<file path="config.mk">
export PLATFORM = sky130hd
export DESIGN_NAME = emr_ctrl_flat
export DESIGN_NICKNAME = d
export VERILOG_FILES = /design/src/common/emr_pkg.sv /design/src/common/emr_cmd_if.sv /design/src/logic/emr_ctrl.sv /design/src/flat_wrapper.sv
export VERILOG_INCLUDE_DIRS = /design/src /design/src/common
export SDC_FILE = /design/constraint.sdc
export NUM_CORES = 1
export LEC_CHECK = 0
export BUFFER_PORTS_ARGS = -buffer_cell sky130_fd_sc_hd__buf_2
export CAP_MARGIN = 20
export CORE_UTILIZATION = 45
export CTS_CLUSTER_SIZE = 14
export DETAILED_ROUTE_END_ITERATION = 10
export PLACE_DENSITY_LB_ADDON = 0.2
export SETUP_SLACK_MARGIN = 0.05
export SLEW_MARGIN = 0
export SYNTH_ARGS = -nofsm -noshare
export SYNTH_HDL_FRONTEND = slang
export SYNTH_SLANG_ARGS = --single-unit
export TNS_END_PERCENT = 100
</file>
<file path="constraint.sdc">
create_clock -name core_clk -period 2.7 [get_ports core_clk]
set_clock_uncertainty 0.2 [all_clocks]
set_input_delay 0.27 -clock core_clk [delete_from_list [all_inputs] [get_ports core_clk]]
set_output_delay 0.27 -clock core_clk [all_outputs]
set_load 0.1 [all_outputs]
</file>
<file path="src/common/emr_defines.svh">
`ifndef EMR_DEFINES_SVH
`define EMR_DEFINES_SVH
// address and bank widths
`define EMR_ADDR_W 13
`define EMR_BANK_W 2
// extended register field positions
`define EMR_DLL_BIT 0
`define EMR_DRV_BIT 1
`define EMR_FET_BIT 2
`define EMR_OPM_LO 3
// bank code of an extended load
`define EMR_BANK_EXT 2'h1
// bank code of a base mode load
`define EMR_BANK_BASE 2'h0
// reset values of the device copy
`define EMR_RST_VAL 13'h0000
// dll lock wait, cycles
`define EMR_DLL_LOCK_CYC 200
// mode-set occupancy, cycles
`define EMR_MRD_CYC 2
// apb register byte offsets (controller)
`define EMR_OFF_CTRL 12'h000
`define EMR_OFF_DATA 12'h004
`define EMR_OFF_STAT 12'h008
`define EMR_OFF_BANK 12'h00c
// ctrl and status bits
`define EMR_CTRL_GO 0
`define EMR_CTRL_CKE 1
`define EMR_STAT_BUSY 0
`define EMR_STAT_IDLE 1
// wait counter width
`define EMR_CNT_W 8
`endif

</file>
<file path="src/common/emr_pkg.sv">
`default_nettype none
package emr_pkg;
    typedef logic [12:0] emr_addr_t;
    typedef logic [1:0] emr_bank_t;
    // controller sequencer states
    typedef enum logic [3:0] {
        EMR_ST_IDLE = 4'h1,
        EMR_ST_ISSUE = 4'h2,
        EMR_ST_HOLD = 4'h4,
        EMR_ST_LOCK = 4'h8
    } emr_state_e;
endpackage : emr_pkg
`default_nettype wire

</file>
<file path="src/common/emr_cmd_if.sv">
`timescale 1ns/10ps
`default_nettype none
interface emr_cmd_if;
    logic cke;
    logic cs_n;
    logic ras_n;
    logic cas_n;
    logic we_n;
    logic [1:0] bank;
    logic [12:0] addr;
    modport ctrl (output cke, cs_n, ras_n, cas_n, we_n, bank, addr);
    modport dev (input cke, cs_n, ras_n, cas_n, we_n, bank, addr);
endinterface : emr_cmd_if
`default_nettype wire

</file>
<file path="src/logic/emr_ctrl.sv">
`timescale 1ns/10ps
`default_nettype none
`include "emr_defines.svh"
module emr_ctrl
    import emr_pkg::*;
(
    // clock and reset
    input wire logic core_clk,
    input wire logic arst_n,
    // apb slave
    input wire logic psel,
    input wire logic penable,
    input wire logic pwrite,
    input wire logic [11:0] paddr,
    input wire logic [31:0] pwdata,
    output logic [31:0] prdata,
    output logic pready,
    output logic pslverr,
    // bank state from core logic
    input wire logic banks_idle,
    // command bus
    emr_cmd_if.ctrl cmd
);
    // ****************************************
    // registers and sequencer
    // ****************************************
    emr_state_e st_q, st_d;
    logic [1:0] dat_q, dat_d;
    logic cke_q, cke_d;
    logic cke_seen_q, cke_seen_d;
    logic go_q, go_d;
    logic [`EMR_CNT_W-1:0] cnt_q, cnt_d;
    logic [31:0] rd_d, rd_q;
    logic cs_n_q, cs_n_d;
    emr_addr_t addr_q, addr_d;
    logic wr, rd, go_wr;
    assign wr = psel & penable & pwrite;
    // read data latched in setup phase
    assign rd = psel & ~penable & ~pwrite;
    assign go_wr = wr & (paddr == `EMR_OFF_CTRL) & pwdata[`EMR_CTRL_GO];
    assign pready = 1'b1;
    assign pslverr = 1'b0;
    always_comb begin
        st_d = st_q;
        dat_d = dat_q;
        cke_d = cke_q;
        go_d = go_q;
        cnt_d = cnt_q;
        cs_n_d = 1'b1;
        addr_d = addr_q;
        cke_seen_d = cke_q;
        rd_d = rd_q;
        if (wr && paddr == `EMR_OFF_CTRL) begin
            go_d = pwdata[`EMR_CTRL_GO] | go_q;
            cke_d = pwdata[`EMR_CTRL_CKE];
        end else if (wr && paddr == `EMR_OFF_DATA) begin
            dat_d = pwdata[1:0];
        end
        if (rd) begin
            rd_d = 32'h0;
        end
        if (rd && paddr == `EMR_OFF_CTRL) begin
            rd_d = {30'h0, cke_q, go_q};
        end else if (rd && paddr == `EMR_OFF_DATA) begin
            rd_d = {30'h0, dat_q};
        end else if (rd && paddr == `EMR_OFF_STAT) begin
            rd_d = {30'h0, banks_idle, st_q != EMR_ST_IDLE};
        end else if (rd && paddr == `EMR_OFF_BANK) begin
            rd_d = {30'h0, `EMR_BANK_EXT};
        end
        case (st_q)
            EMR_ST_IDLE: begin
                if (go_q && banks_idle && cke_q && cke_seen_q) begin
                    st_d = EMR_ST_ISSUE;
                end
            end
            EMR_ST_ISSUE: begin
                cs_n_d = 1'b0;
                addr_d = {11'h0, dat_q};
                // new go request wins over self clear
                if (!go_wr) begin
                    go_d = 1'b0;
                end
                cnt_d = `EMR_CNT_W'(`EMR_MRD_CYC - 1);
                st_d = EMR_ST_HOLD;
            end
            EMR_ST_HOLD: begin
                if (cnt_q == '0) begin
                    if (!addr_q[`EMR_DLL_BIT]) begin
                        cnt_d = `EMR_CNT_W'(`EMR_DLL_LOCK_CYC - 1);
                        st_d = EMR_ST_LOCK;
                    end else begin
                        st_d = EMR_ST_IDLE;
                    end
                end else begin
                    cnt_d = cnt_q - 1'b1;
                end
            end
            EMR_ST_LOCK: begin
                if (cnt_q == '0) begin
                    st_d = EMR_ST_IDLE;
                end else begin
                    cnt_d = cnt_q - 1'b1;
                end
            end
            default: begin
                st_d = EMR_ST_IDLE;
            end
        endcase
    end
    always_ff @(posedge core_clk or negedge arst_n) begin
        if (!arst_n) begin
            st_q <= EMR_ST_IDLE;
            dat_q <= 2'h0;
            cke_q <= 1'b0;
            cke_seen_q <= 1'b0;
            go_q <= 1'b0;
            cnt_q <= '0;
            cs_n_q <= 1'b1;
            addr_q <= `EMR_RST_VAL;
            rd_q <= 32'h0;
        end else begin
            st_q <= st_d;
            dat_q <= dat_d;
            cke_q <= cke_d;
            cke_seen_q <= cke_seen_d;
            go_q <= go_d;
            cnt_q <= cnt_d;
            cs_n_q <= cs_n_d;
            addr_q <= addr_d;
            rd_q <= rd_d;
        end
    end
    // ****************************************
    // command drive
    // ****************************************
    assign prdata = rd_q;
    assign cmd.cke = cke_q;
    assign cmd.cs_n = cs_n_q;
    assign cmd.ras_n = cs_n_q;
    assign cmd.cas_n = cs_n_q;
    assign cmd.we_n = cs_n_q;
    assign cmd.bank = `EMR_BANK_EXT;
    assign cmd.addr = addr_q;
endmodule : emr_ctrl
`default_nettype wire

</file>
<file path="src/flat_wrapper.sv">
// flat-port wrapper written by rule: the top's interface ports become plain ports
module emr_ctrl_flat import emr_pkg::*;
  (core_clk, arst_n, psel, penable, pwrite, paddr, pwdata, prdata, pready, pslverr, banks_idle, cmd_cke, cmd_cs_n, cmd_ras_n, cmd_cas_n, cmd_we_n, cmd_bank, cmd_addr);
  emr_cmd_if cmd_i ();
  input wire logic core_clk;
  input wire logic arst_n;
  input wire logic psel;
  input wire logic penable;
  input wire logic pwrite;
  input wire logic [11:0] paddr;
  input wire logic [31:0] pwdata;
  output logic [31:0] prdata;
  output logic pready;
  output logic pslverr;
  input wire logic banks_idle;
  output wire logic [$bits(cmd_i.cke)-1:0] cmd_cke;
  output wire logic [$bits(cmd_i.cs_n)-1:0] cmd_cs_n;
  output wire logic [$bits(cmd_i.ras_n)-1:0] cmd_ras_n;
  output wire logic [$bits(cmd_i.cas_n)-1:0] cmd_cas_n;
  output wire logic [$bits(cmd_i.we_n)-1:0] cmd_we_n;
  output wire logic [$bits(cmd_i.bank)-1:0] cmd_bank;
  output wire logic [$bits(cmd_i.addr)-1:0] cmd_addr;
  assign cmd_cke = cmd_i.cke;
  assign cmd_cs_n = cmd_i.cs_n;
  assign cmd_ras_n = cmd_i.ras_n;
  assign cmd_cas_n = cmd_i.cas_n;
  assign cmd_we_n = cmd_i.we_n;
  assign cmd_bank = cmd_i.bank;
  assign cmd_addr = cmd_i.addr;
  emr_ctrl u_core (.core_clk(core_clk), .arst_n(arst_n), .psel(psel), .penable(penable), .pwrite(pwrite), .paddr(paddr), .pwdata(pwdata), .prdata(prdata), .pready(pready), .pslverr(pslverr), .banks_idle(banks_idle), .cmd(cmd_i));
endmodule
</file>
==> metrics.txt <==
CP max-delay cell=dfrtp_1; GP Congestion=approximately 0.80; number of flops mapped to enable cells by yosys=0; share of layout cells above drive strength 1=a little under a quarter; max_cap viols=0; largest cells by area after synthesis=dfrtp_1 32%, buf_4 24%, nand2_1 3.5%, dfstp_2 3.3%, mux2i_1 2.5%; flops & latches, synth=22; die height=between 60 and 70 µm; Core ar.=around 3400 µm²; Crit path required time=between 2000 and 3000 ps; vias in the first global route=1055; Die Width=around 61 µm; Hold Crit Depth=3; P_leak=between 0.8 and 0.9 nW; worst slew pin tran=a little over 500 ps; total track usage=between 15 and 20%; number of cell rows=21; largest net degree at the start of global routing=23; Final setup viols=0; WHS Endpoint=u_core.prdata[0]; Async SR Flop Fraction=between 90% and 100%; count of cell types in the netlist=46; post-route setup TNS=0 ps; critical path cell sequence=inv_1 -> ha_1 -> nor3b_4 -> o211ai_1 -> and2_1 -> a221o_1; fin nets=approximately 250; first-pass GRT wire length=roughly 4.6 mm; Cells after Synth=167; R2R cell count=6; type of the worst setup path=reg -> reg; HP Start=paddr[3]; Syn Area/Cell=9.51 µm²; CTS tree=yes; cell area after layout=approximately 1700 µm²; final hold vios=0; Worst-Skew Late Latency=roughly 320 ps; area share of the largest cell type after synthesis=between 30% and 40%; Hold-fix buffers, CTS=3; slew margin rel.=~65%; met2 WL=roughly 1.3 mm; cts bufs inserted=3; GRT overflow=0; CTS clk-pin slew, worst paths=roughly 130 ps; fmax=498 MHz; H-tree depth=1; critical path peak fanout=7; uppermost layer routed=met4; DR vias=approximately 1100; Critical R2R Capture=u_core.cnt_q[7]; initial core utilization=a little under half; Port Buf Inserts=28; post-cts sizing count=0; Worst Hold Class=in -> reg; total die area=between 3000 and 4000 µm²; WL per Instance=11.1 µm; post-synthesis cell area=roughly 1600 µm²; RSZ-0062 raised after global routing=false; placed inst area=about 1600 µm²; Reg2Reg Setup Slack=a little under 700 ps; M1 WL=approximately 1.2 mm; Final ANT Viol Nets=0; post-route minimum period=~2000 ps; Filler Cell Count=between 300 and 400; vias per cell=approximately 4.7; TritonRoute pass-1 iters=4; Synth area leader=dfrtp_1; routed wl met3=around 120 µm; ys flop type=dfrtp_1; peak supply drop=roughly 0.00026 V; post-synthesis sequential area ratio=approximately a third; drt drc=0; post-DP HPWL=between 2 and 2.5 mm; clk buf depth=2; reg2reg start=u_core.cnt_q[0]; boundary pin count=about 100; critical path arrival=2020 ps; max-slew violations=0; Syn. warnings=0; Clock Sink Count=22; status=finished clean; area grow syn2layout=4.65%; Worst setup EP type=flop; Tcrit/Tclk final=between 70% and 80%; diode count=0; 1st-iter DRT viols=23; postcts setup bufs=0; delay of the slowest critical-path stage=between 400 and 500 ps; Root Buffer=clkbuf_4; Startpoint Class=flop; Cell Pwr Density=around 530 nW/µm²; initial antenna violation count=0; drt total wl=2.69 mm
[cells by family after synthesis]
group | after synthesis | share of synthesized area [%]
simple gates | 53 | 21.0
flops | 22 | 34.8
xor+xnor | 2 | 1.10
buf+inv | 57 | 25.3
other cells | 2 | 0.473
mux | 7 | 5.12
compound gates | 23 | 11.4
fa+ha+maj | 1 | 0.788
[critical path, delay by kind of cell, from the launching register on]
kind,cells,cell delay (ps)
AOI/OAI and AO/OA,2,490
DFF,1,410
and+or+nand+nor,2,530
buffers and inverters,1,90
adders and majority gates,1,170
[worst max path at each step]
stage,start,endpoint,slack (ps),cells past startpoint
detailed placement,u_core.cnt_q[0],u_core.cnt_q[7],710,6
global placement,u_core.cnt_q[0],u_core.cnt_q[7],760,6
CTS,u_core.cnt_q[0],u_core.cnt_q[7],690,6
floorplan,u_core.cmd.addr[0],u_core.cnt_q[7],560,4
global route,u_core.cnt_q[0],u_core.cnt_q[7],550,6
finish,u_core.cnt_q[0],u_core.cnt_q[7],690,6
[synth_stat cells, types with 2 or more instances]
cell	number
a22o_1	2
and3_1	2
and3b_1	2
buf_4	50
conb_1	2
dfrtp_1	20
dfstp_2	2
inv_1	7
mux2_4	2
mux2i_1	4
nand2_1	15
nand2b_1	2
nand3_1	3
nand3b_1	2
nand4_1	3
nor2_1	7
nor2b_1	3
nor3_1	2
nor4_1	3
o211ai_1	3
o21ai_0	2
o2bb2ai_1	2
o31ai_1	3
xnor2_1	2
[where the power goes]
part / internal (W) / total [W] / leakage [nW] / switching, W
sequential: 0.000330 / 0.000330 / 0.301 / 0.0000000848
combinational: 0.0000155 / 0.000302 / 0.531 / 0.000287
clock: 0.000150 / 0.000256 / 0.0279 / 0.000106
total: 0.000495 / 0.000889 / 0.859 / 0.000393
[area by class of cell]
| cell class | count | area (µm²) | area share [%] |
|---|---|---|---|
| Clock buffer | 3 | 22.5 | 1.36 |
| Clock inverter | 1 | 30.0 | 1.81 |
| Inverter | 7 | 26.3 | 1.58 |
| Multi-Input combinational cell | 131 | 795 | 47.8 |
| Sequential cell | 22 | 553 | 33.3 |
| Tap cell | 46 | 57.6 | 3.46 |
| Timing Repair Buffer | 32 | 178 | 10.7 |
[cell usage in the layout (no fill, tap or decap), types with 4 or more instances in the layout]
| cell | n |
|---|---|
| conb_1 | 45 |
| buf_2 | 28 |
| dfrtp_1 | 20 |
| nand2_1 | 15 |
| inv_1 | 7 |
| nor2_1 | 7 |
| mux2i_1 | 4 |
[metrics by stage]
step | utilization (%) | hold slack (ps) | power (W) | std cells | worst slack, ps
final | 49.4 | 109 | 0.000889 | 242 | 692
after detailed placement | 46.9 | 64.3 | 0.000634 | 235 | 712
after global placement | 46.9 | 64.9 | 0.000634 | 235 | 758
after global routing | 49.4 | 108 | 0.000920 | 242 | 551
after floorplan | - | -226 | 0.000663 | 210 | 562
after CTS | 49.4 | 104 | 0.000893 | 242 | 692
[metal layers]
metal,up-vias,track usage [%]
met5,-,0
met3,5,2.73
met4,0,6.98
met2,46,30.3
met1,531,19.4
li1,544,-
[flip-flops by register name, indices dropped and copies added (netlist names)]
register,flops
u_core.cmd.cas_n,1
u_core.dat_q,2
u_core.cke_seen_q,1
u_core.go_q,1
u_core.cmd.cke,1
u_core.prdata,2
u_core.st_q,4
u_core.cnt_q,8
u_core.cmd.addr,2
No activity file was read; power rests on OpenSTA's default activity.
